--- src/hdl/cpu_regs_pkg.sv ---
// constants and carrier types for the cpu programming-model register set
package cpu_regs_pkg;
  // ==========================================================================
  // stack, program counter and condition codes
  localparam logic [9:0]  STACK_HI   = 10'h003;
  localparam logic [5:0]  SP_RESET   = 6'h3F;
  localparam logic [15:0] PC_RESET   = 16'h0000;
  localparam logic [2:0]  CCR_ONES   = 3'h7;
  localparam int          CCR_H      = 4;
  localparam int          CCR_I      = 3;
  localparam int          CCR_N      = 2;
  localparam int          CCR_Z      = 1;
  localparam int          CCR_C      = 0;
  // ==========================================================================
  // register bus map, byte addresses
  localparam logic [7:0]  OFF_ACC    = 8'h00;
  localparam logic [7:0]  OFF_IDX    = 8'h04;
  localparam logic [7:0]  OFF_STACK  = 8'h08;
  localparam logic [7:0]  OFF_PC     = 8'h0C;
  localparam logic [7:0]  OFF_CCR    = 8'h10;
  localparam logic [1:0]  RESP_OKAY  = 2'h0;
  localparam logic [1:0]  RESP_SLVERR = 2'h2;
  // ==========================================================================
  // types
  typedef enum logic [2:0] {
    FLG_NONE, FLG_ADD, FLG_ARITH, FLG_LOGIC, FLG_LOAD, FLG_INCDEC, FLG_SHIFT, FLG_BTB
  } flag_op_t;
  typedef enum logic [1:0] {IDX_NONE, IDX_OFF8, IDX_OFF16} idx_mode_t;
  typedef struct packed {
    logic        acc_we;
    logic [7:0]  acc_wdata;
    logic        idx_we;
    logic [7:0]  idx_wdata;
    logic        push;
    logic        pull;
    logic        stack_rst;
    logic        pc_inc;
    logic        pc_load;
    logic [15:0] pc_wdata;
    flag_op_t    flag_op;
    logic [7:0]  alu_a;
    logic [7:0]  alu_b;
    logic        alu_cin;
    logic [7:0]  alu_res;
    logic        alu_cout;
    logic        mask_set;
    logic        mask_clr;
    logic        ccr_restore;
    logic [7:0]  ccr_wdata;
    logic        ea_req;
    idx_mode_t   ea_mode;
    logic [15:0] ea_offset;
  } seq_ctrl_t;
  typedef struct packed {
    logic [7:0]  acc;
    logic [7:0]  idx;
    logic [15:0] stack_addr;
    logic [15:0] pc;
    logic [7:0]  cond_code_reg;
    logic [15:0] ea;
    logic        ea_valid;
  } cpu_view_t;
  typedef struct packed {
    logic [7:0]  awaddr;
    logic [2:0]  awprot;
    logic        awvalid;
    logic [31:0] wdata;
    logic [3:0]  wstrb;
    logic        wvalid;
    logic        bready;
    logic [7:0]  araddr;
    logic [2:0]  arprot;
    logic        arvalid;
    logic        rready;
  } axil_req_t;
  typedef struct packed {
    logic        awready;
    logic        wready;
    logic [1:0]  bresp;
    logic        bvalid;
    logic        arready;
    logic [31:0] rdata;
    logic [1:0]  rresp;
    logic        rvalid;
  } axil_rsp_t;
  typedef struct packed {
    logic [7:0]  acc;
    logic [7:0]  idx;
    logic [5:0]  sp;
    logic [15:0] pc;
    logic [4:0]  flags;
    logic [15:0] ea;
    logic        ea_valid;
    logic        aw_got;
    logic        w_got;
    logic [7:0]  awaddr;
    logic [31:0] wdata;
    logic [3:0]  wstrb;
    axil_rsp_t   rsp;
  } state_t;
endpackage : cpu_regs_pkg

--- src/hdl/cpu_prog_regs.sv ---
// cpu programming-model registers with a register-bus debug view
`timescale 1ns/10ps
module cpu_prog_regs (
  input  wire logic                    i_ref_clk,
  input  wire logic                    i_sys_rst,
  input  wire cpu_regs_pkg::seq_ctrl_t i_ctrl,
  output cpu_regs_pkg::cpu_view_t      o_view,
  input  wire cpu_regs_pkg::axil_req_t i_axil,
  output cpu_regs_pkg::axil_rsp_t      o_axil
);
  // ==========================================================================
  // state
  cpu_regs_pkg::state_t q;
  cpu_regs_pkg::state_t d;
  logic [8:0]           add_sum;
  logic [4:0]           add_half;
  logic                 wr_fire;
  logic [7:0]           wr_word;
  logic [7:0]           rd_word;

  // add path shared by the flag logic and its checks
  assign add_sum  = {1'b0, i_ctrl.alu_a} + {1'b0, i_ctrl.alu_b} + {8'h00, i_ctrl.alu_cin};
  assign add_half = {1'b0, i_ctrl.alu_a[3:0]} + {1'b0, i_ctrl.alu_b[3:0]} + {4'h0, i_ctrl.alu_cin};
  assign wr_fire  = q.aw_got && q.w_got && !q.rsp.bvalid;
  assign wr_word  = {q.awaddr[7:2], 2'b00};
  assign rd_word  = {i_axil.araddr[7:2], 2'b00};

  // ==========================================================================
  // next state
  always_comb begin
    d = q;
    // condition flags from the alu result
    unique case (i_ctrl.flag_op)
      cpu_regs_pkg::FLG_NONE: begin
      end
      cpu_regs_pkg::FLG_ADD: begin
        d.flags[cpu_regs_pkg::CCR_H] = add_half[4];
        d.flags[cpu_regs_pkg::CCR_C] = add_sum[8];
        d.flags[cpu_regs_pkg::CCR_N] = add_sum[7];
        d.flags[cpu_regs_pkg::CCR_Z] = (add_sum[7:0] == 8'h00);
      end
      cpu_regs_pkg::FLG_ARITH, cpu_regs_pkg::FLG_SHIFT: begin
        d.flags[cpu_regs_pkg::CCR_C] = i_ctrl.alu_cout;
        d.flags[cpu_regs_pkg::CCR_N] = i_ctrl.alu_res[7];
        d.flags[cpu_regs_pkg::CCR_Z] = (i_ctrl.alu_res == 8'h00);
      end
      cpu_regs_pkg::FLG_LOGIC, cpu_regs_pkg::FLG_LOAD, cpu_regs_pkg::FLG_INCDEC: begin
        // carry untouched here, which is what inc and dec need
        d.flags[cpu_regs_pkg::CCR_N] = i_ctrl.alu_res[7];
        d.flags[cpu_regs_pkg::CCR_Z] = (i_ctrl.alu_res == 8'h00);
      end
      cpu_regs_pkg::FLG_BTB: begin
        d.flags[cpu_regs_pkg::CCR_C] = i_ctrl.alu_cout;
      end
    endcase
    // mask: a return restores the whole set, interrupt entry wins over clear
    if (i_ctrl.ccr_restore) begin
      d.flags = i_ctrl.ccr_wdata[4:0];
    end else if (i_ctrl.mask_set) begin
      d.flags[cpu_regs_pkg::CCR_I] = 1'b1;
    end else if (i_ctrl.mask_clr) begin
      d.flags[cpu_regs_pkg::CCR_I] = 1'b0;
    end
    // accumulator and index; the sequencer beats a bus write in the same cycle
    if (i_ctrl.acc_we) begin
      d.acc = i_ctrl.acc_wdata;
    end else if (wr_fire && wr_word == cpu_regs_pkg::OFF_ACC && q.wstrb[0]) begin
      d.acc = q.wdata[7:0];
    end
    if (i_ctrl.idx_we) begin
      d.idx = i_ctrl.idx_wdata;
    end else if (wr_fire && wr_word == cpu_regs_pkg::OFF_IDX && q.wstrb[0]) begin
      d.idx = q.wdata[7:0];
    end
    // six-bit pointer: modular arithmetic gives the wrap for free
    if (i_ctrl.stack_rst) begin
      d.sp = cpu_regs_pkg::SP_RESET;
    end else if (i_ctrl.push && !i_ctrl.pull) begin
      d.sp = q.sp - 6'h01;
    end else if (i_ctrl.pull && !i_ctrl.push) begin
      d.sp = q.sp + 6'h01;
    end
    // program counter: a load beats an increment, bus writes come last
    if (i_ctrl.pc_load) begin
      d.pc = i_ctrl.pc_wdata;
    end else if (i_ctrl.pc_inc) begin
      d.pc = q.pc + 16'h0001;
    end else if (wr_fire && wr_word == cpu_regs_pkg::OFF_PC) begin
      if (q.wstrb[0]) begin
        d.pc[7:0] = q.wdata[7:0];
      end
      if (q.wstrb[1]) begin
        d.pc[15:8] = q.wdata[15:8];
      end
    end
    // indexed address uses the index value before any write this cycle
    d.ea_valid = i_ctrl.ea_req;
    if (i_ctrl.ea_req) begin
      unique case (i_ctrl.ea_mode)
        cpu_regs_pkg::IDX_NONE: d.ea = {8'h00, q.idx};
        cpu_regs_pkg::IDX_OFF8: d.ea = {8'h00, q.idx} + {8'h00, i_ctrl.ea_offset[7:0]};
        cpu_regs_pkg::IDX_OFF16: d.ea = {8'h00, q.idx} + i_ctrl.ea_offset;
        default: d.ea = q.ea;
      endcase
    end
    // bus write channels, taken in either order
    if (q.rsp.awready && i_axil.awvalid) begin
      d.aw_got = 1'b1;
      d.awaddr = i_axil.awaddr;
    end
    if (q.rsp.wready && i_axil.wvalid) begin
      d.w_got = 1'b1;
      d.wdata = i_axil.wdata;
      d.wstrb = i_axil.wstrb;
    end
    if (q.rsp.bvalid && i_axil.bready) begin
      d.rsp.bvalid = 1'b0;
    end
    if (wr_fire) begin
      d.aw_got     = 1'b0;
      d.w_got      = 1'b0;
      d.rsp.bvalid = 1'b1;
      case (wr_word)
        cpu_regs_pkg::OFF_ACC, cpu_regs_pkg::OFF_IDX, cpu_regs_pkg::OFF_PC,
        cpu_regs_pkg::OFF_STACK, cpu_regs_pkg::OFF_CCR: d.rsp.bresp = cpu_regs_pkg::RESP_OKAY;
        default: d.rsp.bresp = cpu_regs_pkg::RESP_SLVERR;
      endcase
    end
    // read channel, one outstanding read
    if (q.rsp.rvalid && i_axil.rready) begin
      d.rsp.rvalid = 1'b0;
    end
    if (q.rsp.arready && i_axil.arvalid) begin
      d.rsp.rvalid = 1'b1;
      d.rsp.rresp  = cpu_regs_pkg::RESP_OKAY;
      case (rd_word)
        cpu_regs_pkg::OFF_ACC: d.rsp.rdata = {24'h000000, q.acc};
        cpu_regs_pkg::OFF_IDX: d.rsp.rdata = {24'h000000, q.idx};
        cpu_regs_pkg::OFF_STACK: d.rsp.rdata = {16'h0000, cpu_regs_pkg::STACK_HI, q.sp};
        cpu_regs_pkg::OFF_PC: d.rsp.rdata = {16'h0000, q.pc};
        cpu_regs_pkg::OFF_CCR: d.rsp.rdata = {24'h000000, cpu_regs_pkg::CCR_ONES, q.flags};
        default: begin
          d.rsp.rdata = 32'h00000000;
          d.rsp.rresp = cpu_regs_pkg::RESP_SLVERR;
        end
      endcase
    end
    // ready falls while a response waits so nothing is taken twice
    d.rsp.awready = !d.aw_got && !d.rsp.bvalid;
    d.rsp.wready  = !d.w_got && !d.rsp.bvalid;
    d.rsp.arready = !d.rsp.rvalid;
    // reset leaves data and result flags alone, only control state moves
    if (i_sys_rst) begin
      d.acc      = q.acc;
      d.idx      = q.idx;
      d.flags    = q.flags;
      d.flags[cpu_regs_pkg::CCR_I] = 1'b1;
      d.sp       = cpu_regs_pkg::SP_RESET;
      d.pc       = cpu_regs_pkg::PC_RESET;
      d.ea       = 16'h0000;
      d.ea_valid = 1'b0;
      d.aw_got   = 1'b0;
      d.w_got    = 1'b0;
      d.awaddr   = 8'h00;
      d.wdata    = 32'h00000000;
      d.wstrb    = 4'h0;
      d.rsp      = '0;
      d.rsp.awready = 1'b1;
      d.rsp.wready  = 1'b1;
      d.rsp.arready = 1'b1;
    end
  end

  // single register stage for the whole state
  always_ff @(posedge i_ref_clk) begin
    q <= d;
  end

  // ==========================================================================
  // outputs
  // the stack address names the next free byte, so a push writes here first
  assign o_view.acc        = q.acc;
  assign o_view.idx        = q.idx;
  assign o_view.stack_addr = {cpu_regs_pkg::STACK_HI, q.sp};
  assign o_view.pc         = q.pc;
  assign o_view.cond_code_reg        = {cpu_regs_pkg::CCR_ONES, q.flags};
  assign o_view.ea         = q.ea;
  assign o_view.ea_valid   = q.ea_valid;
  assign o_axil            = q.rsp;
endmodule : cpu_prog_regs

--- config.mk ---
export PLATFORM = sky130hd
export DESIGN_NAME = cpu_prog_regs
export DESIGN_NICKNAME = d
export VERILOG_FILES = /design/src/hdl/cpu_regs_pkg.sv /design/src/hdl/cpu_prog_regs.sv
export SDC_FILE = /design/constraint.sdc
export NUM_CORES = 1
export LEC_CHECK = 0
export ABC_AREA = 1
export BUFFER_PORTS_ARGS = -buffer_cell sky130_fd_sc_hd__buf_2
export CORE_AREA = 3 3 120 122
export CTS_BUF_LIST = sky130_fd_sc_hd__clkbuf_16
export DETAILED_ROUTE_END_ITERATION = 12
export DIE_AREA = 0 0 123 125
export HOLD_SLACK_MARGIN = 0.05
export PLACE_DENSITY = 0.86
export SLEW_MARGIN = 0
export SYNTH_ARGS = -nofsm -noshare
export SYNTH_HDL_FRONTEND = slang
export SYNTH_SLANG_ARGS = --single-unit
export TNS_END_PERCENT = 50
--- constraint.sdc ---
create_clock -name i_ref_clk -period 5.2 [get_ports i_ref_clk]
set_clock_uncertainty 0.05 [all_clocks]
set_input_delay 0.52 -clock i_ref_clk [delete_from_list [all_inputs] [get_ports i_ref_clk]]
set_output_delay 0.52 -clock i_ref_clk [all_outputs]
set_load 0.05 [all_outputs]
* Word-level counts from Yosys, hierarchy flattened
Cells that the tools add are included.
Storage, ports and cells: ROM bits 0, memory bits (writable) 0, latch bits 0, logic and storage cells 133, memories kept 0, output and inout bits 114, flip-flop bits (word level) 113
Operators by class: magnitude comparators 0, add/sub/neg operators 9, equality and inequality tests 17, shift operators 0, bitwise logic cells 1, $mul 0, muxes and demuxes 30, divide/modulo/power cells 0, reduce and logical (&&, ||, !) cells 52
Operator list (count):
- $pmux W16 S5 | 1
- $mux W16 | 3
- $mux W8 | 6
- $pmux W16 S3 | 1
- $logic_not A8 Y1 | 4
- $eq A6 B2 Y1 const B | 4
- $reduce_bool A3 Y1 | 7
- $add A8 B8 Y9 | 2
- $add A16 B1 Y16 const B | 1
- $add A8 B16 Y16 | 1
- $logic_and A1 B1 Y1 | 16
- $reduce_and A2 Y1 | 8
- $reduce_or A5 Y1 | 3
- $eq A3 B3 Y1 const B | 4
- $eq A6 B1 Y1 const B | 2
- $eq A6 B3 Y1 const B | 2
- $mux W6 | 2
- $mux W1 | 11
- $add A9 B1 Y9 | 1
- $reduce_bool A2 Y1 | 4
- $logic_not A1 Y1 | 7
- $add A6 B1 Y6 const B | 1
- $eq A3 B2 Y1 const B | 2
- $mux W2 | 3
- 13 further kinds | 13

* Logic depth before layout (Yosys ltp)
Gate-level depths: netlist of run 1.
depth in word-level cells 6, mapped depth 13, mapped depth without buffers 13

* Least setup slack after synthesis of run 1
No wires, ideal clock.
kind input to register, from in i_ctrl[39] (netlist bit), to reg q (netlist bit o_view[18]) (data pin), stages on the path 11, setup time 0.146 ns, path buffers 0, data arrival time 2.025 ns, slack 2.979 ns, cell sequence inv_1 -> fa_1 -> inv_1 -> fa_1 -> nor2_1 -> nand3_1 -> nor2_1 -> nand3_1 -> nor2_1 -> nand3_1 -> a21oi_1
On the way: word-level cells in the longest chain between the ends 4
RTL lines:
- start: declaration | RTL line cpu_prog_regs.sv:6 | input wire cpu_regs_pkg::seq_ctrl_t i_ctrl,
- $add A9 B1 Y9 | RTL line cpu_prog_regs.sv:22 | assign add_sum = {1'b0, i_ctrl.alu_a} + {1'b0, i_ctrl.alu_b} + {8'h00, i_ctrl.alu_cin};
- $logic_not A8 Y1 | RTL line cpu_prog_regs.sv:40 | d.flags[cpu_regs_pkg::CCR_Z] = (add_sum[7:0] == 8'h00);
- $pmux W2 S2 | RTL line cpu_prog_regs.sv:33 | unique case (i_ctrl.flag_op)
- $mux W3 | RTL line cpu_prog_regs.sv:57 | if (i_ctrl.ccr_restore) begin
- end signal: assignment | RTL line cpu_prog_regs.sv:176 | q <= d;
- end: declaration | RTL line cpu_prog_regs.sv:13 | cpu_regs_pkg::state_t q;
No other way between the ends. A chain may end at the register's enable or synchronous reset.

* Worst setup path in the final report of run 1
from reg q (netlist bit o_view[57]), to reg q (netlist bit o_view[9])
On the way: word-level cells in the longest chain between the ends 2, elaborated cells between the ends (all ways) 3, those cells by class add/sub: 2; mux: 1
RTL lines:
- $add A8 B16 Y16 / $add A8 B8 Y9 (equally long branches) | RTL line cpu_prog_regs.sv:102, cpu_prog_regs.sv:101
- $pmux W16 S3 * | RTL line cpu_prog_regs.sv:99 | unique case (i_ctrl.ea_mode)
Every way passes the cells marked *; elsewhere a longest branch is shown, timed or not.

==> metrics, run 1 <==
status=completed; biggest area consumer among synthesized cells=dfxtp_1; max cap viols=0; critical path peak fanout=8; Placer Congestion=0.987; async set-reset flop share out of synthesis=0%; element type at the critical path end=flop; Tmin final=2.31 ns; Initial DRC Count=654; sequential fraction of the synthesis area=33.1%; routed len/inst=15.0 µm; Tot GR Track Use=24.9%; fmax=434 MHz; post-synth top area share=24.8%; most frequent cell after synthesis=nand2_1; CTS root buffer=clkbuf_16; core area=13300 µm²; post-DP HPWL=15.7 mm; library cells used by synthesis=40; Routed Antenna Nets=0; H-tree depth=3; Syn. warnings=0; CTS tree=built; DRC=0; Die W=123 µm; initial antenna violation count=0; drt pass-1 iters=6; number of enable flip-flop cells after synthesis=20; clk_lat worst skew=0.36 ns; Longest Clk Path Bufs=2; CP startpoint kind=flop; CP Class=flop to flop; post-CTS setup buffer count=0; Final Max Slew Viols=0; Synth area leaders=dfxtp_1, buf_4, nand2_1; Inserted Diodes=0; layout cells sized above 1=22.6%; endpoints failing hold=0; IO Pins=277; Initial Utilization=54.1%; area grow syn2layout=10.4%; global-route wire length before repair=30.5 mm; worst min path class=primary input to flop; # rows=42; Mean Syn Cell Area=7.00 µm²; Final Setup Violations=0; Pwr Density=292 nW/µm²; grt ovf=0; largest net degree at the start of global routing=44; Yosys reg bits=109; PortBufs=214; Post-synth top flop=dfxtp_1; RSZ-0062 raised after global routing=false; synthesized cell area=7190 µm²; Worst-path clk slew=0.07 ns; worst-margin pin slew=0.915 ns; synth cell count leaders=nand2_1, buf_4, a21oi_1; CTS Hold Bufs=0; vias in the first global route=6149; Via density=5.24; synthesized instance count=1027; Via Count=6952; WP data required=5.37 ns; leakage power=0.00388 µW; Final Cycle Share=44.3%; Crit path arrival time=2.47 ns; CTS Sinks=109; post-layout util=59.7%; die area=15400 µm²; final WL=19.9 mm; Post-CTS Resized=0; total CTS buffers=9; setup_tns=0 ns; Die H=125 µm; fin nets=1336; maximum vdd drop=221 µV; relative slew slack=38.8%
worst max-delay path, stage by stage (launching register included):
cell and delay, ns:
edfxtp_1 0.51, ha_1 0.31, inv_1 0.07, fa_1 0.39, inv_1 0.08, nand3_1 0.06, nand3_1 0.14, nand2_1 0.08
nand2_2 0.14, nand2_1 0.08, nand2_1 0.07, nand2_1 0.05, nand2_1 0.05, a21oi_1 0.05
routing by layer:
| layer | vias to the layer above | global-route usage, % | part of all wire (%) |
|---|---|---|---|
| li1 | 3479 | - | - |
| met1 | 3058 | 32.5 | 41 |
| met2 | 376 | 40.8 | 46 |
| met3 | 39 | 5.92 | 10 |
| met4 | 0 | 7.69 | 2.2 |
| met5 | - | 0 | 0 |
final cells by class:
type                            instances  area (µm²)
Clock buffer                            9         225
Clock inverter                          7        68.8
Fill cell                            1266        5360
Inverter                              120         450
Multi-Input combinational cell        690        3510
Sequential cell                       109        2380
Tap cell                              176         220
Timing Repair Buffer                  215        1080
metrics by stage:
stage	area (µm²)	worst slack [ns]	total power (µW)	hold slack (ns)	cells
after floorplan	7300	2.98	1520	0.374	1056
after global placement	7640	2.77	1620	0.386	1310
after detailed placement	7640	2.70	1630	0.403	1310
after CTS	7940	2.93	2320	0.312	1326
after global routing	7940	2.72	2420	0.341	1326
final	7940	2.89	2320	0.317	1326
final timing paths:
path / from / end / slack [ns] / cells after the start
hold reg to reg: q[56] / q[56] / 0.41 / 2
hold / removal: i_ctrl[22] / o_view[20] / 0.32 / 3
setup / recovery: o_view[57] / o_view[9] / 2.89 / 13
setup reg to reg: o_view[57] / o_view[9] / 2.89 / 13
cells in the final DEF (no fill, tap or decap), types with 3 or more instances in the layout:
cell / n
clkinv_1: 4
a31oi_1: 9
a22oi_1: 4
clkbuf_16: 9
nor2_4: 4
nand2_1: 201
inv_1: 106
nand4_1: 15
edfxtp_1: 20
xnor2_1: 4
buf_2: 214
nor2_2: 3
nor3_1: 8
nand3b_1: 3
xor2_1: 9
nand2_2: 4
or2_2: 3
fa_1: 4
inv_2: 13
o21ai_1: 12
nand3_1: 58
o21ai_0: 88
o22ai_1: 4
dfxtp_1: 89
o211ai_1: 5
nor2_1: 72
ha_1: 24
a21oi_1: 112
conb_1: 31
report_power, final:
group	leakage (µW)	internal (µW)	total [µW]	switching, µW
sequential	0.000926	927	983	56.6
clock	0.000152	374	695	321
combinational	0.00281	176	638	462
kinds of logic after synthesis:
family / count (synthesis) / share of synthesized area, %
AOI/OAI and AO/OA: 239 / 17.4
xor gates and xnor gates: 13 / 1.58
adders and majority gates: 28 / 5.29
buffers and inverters: 257 / 19.5
DFF: 109 / 33.1
other: 2 / 0.104
and+or+nand+nor: 379 / 23.0
state kept, by name, summed over array words and instances (netlist names):
signal	flops
o_view	60
o_axil	23
q	26
(Power assumes the default switching activity.)
==> inputs of run 2 (changes only) <==
- ABC_AREA: 1 -> 0
- CORE_AREA: 3 3 120 122 -> 3 3 129 131
- DIE_AREA: 0 0 123 125 -> 0 0 132 134
- PLACE_DENSITY: 0.86 -> 0.77
- clock period: 5.2 -> 2 ns (I/O delays scaled with it)
==> run 2 against run 1 <==
Compared with the run above: the flow now finishes with violations (setup timing); hold slack got worse by 0.24 ns; first-iteration DRC count fell by 49%; combinational power rose to 2.7 times the previous value; power rose to 2.6 times the previous value; sequential power rose to 2.5 times the previous value; clock-buffer cell count did not move; critical path depth fell by 4; clock power rose by 140%; cell count fell by 7.5%; sequential share of layout area fell by 1.9 points.
==> metrics, run 2 <==
Reg2Reg Setup Slack=-0.09 ns (-2.98 ns); Post-synth top flop=dfxtp_1; compound-cell area share of the yosys netlist=16.8% (-0.59 points); Crit path arrival time=2.27 ns (-0.20 ns); CP startpoint kind=flop; Inserted Diodes=0 (unchanged); Initial DRC Count=335 (-49%); library cells used by synthesis=68 (+70%); met2 Use GR=36.9% (-3.9 points); gr busiest metal=met2; Final Cycle Share=104% (+60 points); CTS root buffer=clkbuf_16; clk_lat worst skew=0.36 ns (about the same); die area=17700 µm² (+15%); status=complete, but fails checks; IO Pins=277 (unchanged); largest family of logic cells by synthesized area=simple AND/OR/NAND/NOR gates; post-synth top area share=25.4% (+0.64 points); Post-Synth XOR/XNOR Area=3.50% (+1.9 points); worst min path class=primary input to flop; RSZ-0062 raised after global routing=true; CTS Sinks=109 (unchanged); Syn. warnings=0 (unchanged); post-layout util=53.9% (-5.8 points); area grow syn2layout=20.8%; total CTS buffers=9 (unchanged); PortBufs=214 (unchanged); routed len/inst=16.2 µm (+7.8%); R2R cell count=9 (-4); Longest Clk Path Bufs=2 (unchanged); core area=15700 µm² (+18%); WP data required=2.19 ns (-3.18 ns); Pwr Density=702 nW/µm² (+140%); placed insts=1178 (-10%); Die W=132 µm (+7.3%); Final Setup Violations=4 (+4); fmax=480 MHz (+11%); Initial Utilization=44.6% (-9.5 points); slowest CP cell=edfxtp_1; Routed Antenna Nets=0 (unchanged); initial antenna violation count=0 (unchanged); WHS Path Cells=3 (unchanged); synthesized instance count=826 (-20%); element type at the critical path end=flop; H-tree depth=3 (unchanged); layout cells sized above 1=34.3% (+12 points); most frequent cell after synthesis=buf_4; relative slew slack=57.2% (+18 points); CP Class=flop to flop; maximum vdd drop=586 µV (+170%); drt pass-1 iters=5 (-1); global-route wire length before repair=30.9 mm (+1.4%); max cap viols=0 (unchanged); failing checks=setup timing; commonest non-fill, non-tap cell in the layout=buf_2; # fillers=1438 (+14%); Post-Synth Adder-Cell Area=5.43% (+0.14 points); vias in the first global route=6028 (-2.0%); final WL=19.9 mm (-0.37%); CP Cell Sequence=ha_2, inv_2, fa_2, nor2b_4, o2111ai_4, a31oi_4, and3_4, xnor2_2, o21ai_1; mux share of post-synthesis cell area=4.84% (+4.8 points); critical path peak fanout=5 (-3); async set-reset flop share out of synthesis=0% (unchanged); Final Max Slew Viols=0 (unchanged); # rows=46 (+9.5%); worst-margin pin slew=0.640 ns (-0.276 ns); synthesized cell area=7010 µm² (-2.5%); endpoints failing hold=0 (unchanged); largest net degree at the start of global routing=33 (-25%); max reg flops=60 (unchanged); synth cell count leaders=buf_4, nand2_1, dfxtp_1; Via density=5.16 (-1.5%); biggest area consumer among synthesized cells=dfxtp_1; Yosys reg bits=109 (unchanged); commonest non-fill, non-tap cells in the layout=buf_2, nand2_1, dfxtp_1, a21oi_1, nor2_1; Via Count=6331 (-8.9%); Mean Syn Cell Area=8.48 µm² (+21%); Layout Cells excl Fill=1226 (-7.5%); final worst setup slack=-0.0853 ns (-2.98 ns); Tmin final=2.09 ns (-0.221 ns); post-DP HPWL=15.2 mm (-3.0%); DRC=0 (unchanged); sequential fraction of the synthesis area=34.0% (+0.86 points); Tot GR Track Use=21.6% (-3.3 points); leakage power=0.00378 µW (-2.8%); number of enable flip-flop cells after synthesis=20 (unchanged); met3 Use GR=4.54% (-1.4 points); grt ovf=0 (unchanged); Synth area leaders=dfxtp_1, buf_4, edfxtp_1; Worst-path clk slew=0.08 ns (about the same); fin nets=1196 (-10%); Placer Congestion=0.889 (-10%); crit-path max cell delay=0.36 ns (-0.15 ns); Die H=134 µm (+7.2%); GR Util met1=27.4% (-5.1 points); Simple-Gate Fraction of Synth Area=18.7% (-4.3 points); CTS tree=built
## run 2: cells by family after synthesis
group,Yosys count
simple gates,262
compound gates,187
buf+inv,179
flops,109
mux,31
fa+ha+maj,28
xor+xnor,28
other cells,2
## run 2: path summary, 6_finish.rpt
path         startpoint         end
max          o_view[57]  o_view[11]
min          i_ctrl[77]  o_view[41]
min reg2reg  o_view[14]  o_view[14]
max reg2reg  o_view[57]  o_view[11]
## run 2: report_power, final
group / switching [µW] / leakage [µW] / total [µW] / internal (µW)
sequential: 121 / 0.000922 / 2500 / 2380
combinational: 1120 / 0.00271 / 1750 / 626
clock: 842 / 0.000140 / 1690 / 852
total: 2080 / 0.00378 / 5940 / 3860
## run 2: metrics by stage
| step | TNS (ns) | power [µW] | area [µm²] | worst slack (ns) | hold WS, ns |
|---|---|---|---|---|---|
| floorplan | -0.0772 | 3860 | 7150 | -0.0445 | 0.278 |
| global placement | -0.703 | 4160 | 7770 | -0.202 | 0.380 |
| detailed placement | -1.16 | 4190 | 7770 | -0.227 | 0.391 |
| CTS | -0.368 | 5940 | 8360 | -0.115 | 0.0704 |
| global route | -1.28 | 6230 | 8470 | -0.207 | 0.0899 |
| finish | -0.195 | 5940 | 8470 | -0.0853 | 0.0731 |
## run 2: layout make-up
cell class	instances	area, µm²	area share [%]
repair buffers	291	1720	20.3
flip-flops and latches	109	2380	28.2
multi-input cells	567	3720	43.9
clock inverters	7	46.3	0.547
clock buffers	9	225	2.66
inverters	27	101	1.20
well taps	216	270	3.19
## run 2: worst max-delay path, delay by kind of cell, from the launching register on
family	cells	cell delay, ns
adders and majority gates	2	0.55
DFF	1	0.36
buffers and inverters	1	0.04
xor gates and xnor gates	1	0.10
and+or+nand+nor	2	0.38
AOI/OAI and AO/OA	3	0.47
## run 2: what timing repair did
item	in CTS	in global routing
pin swaps	4	8
endpoints found under the setup margin	11	16
setup buffers	2	3
endpoints found under the hold margin	26	0
hold buffers	27	0
resized for setup	5	22
## run 2: metal layers
metal | vias to the layer above | routed length [µm] | part of all wire [%]
met5 | - | 0 | 0
met4 | 0 | 521 | 2.6
met3 | 32 | 1360 | 6.8
met2 | 257 | 9760 | 49
met1 | 2936 | 8240 | 41
li1 | 3106 | - | -
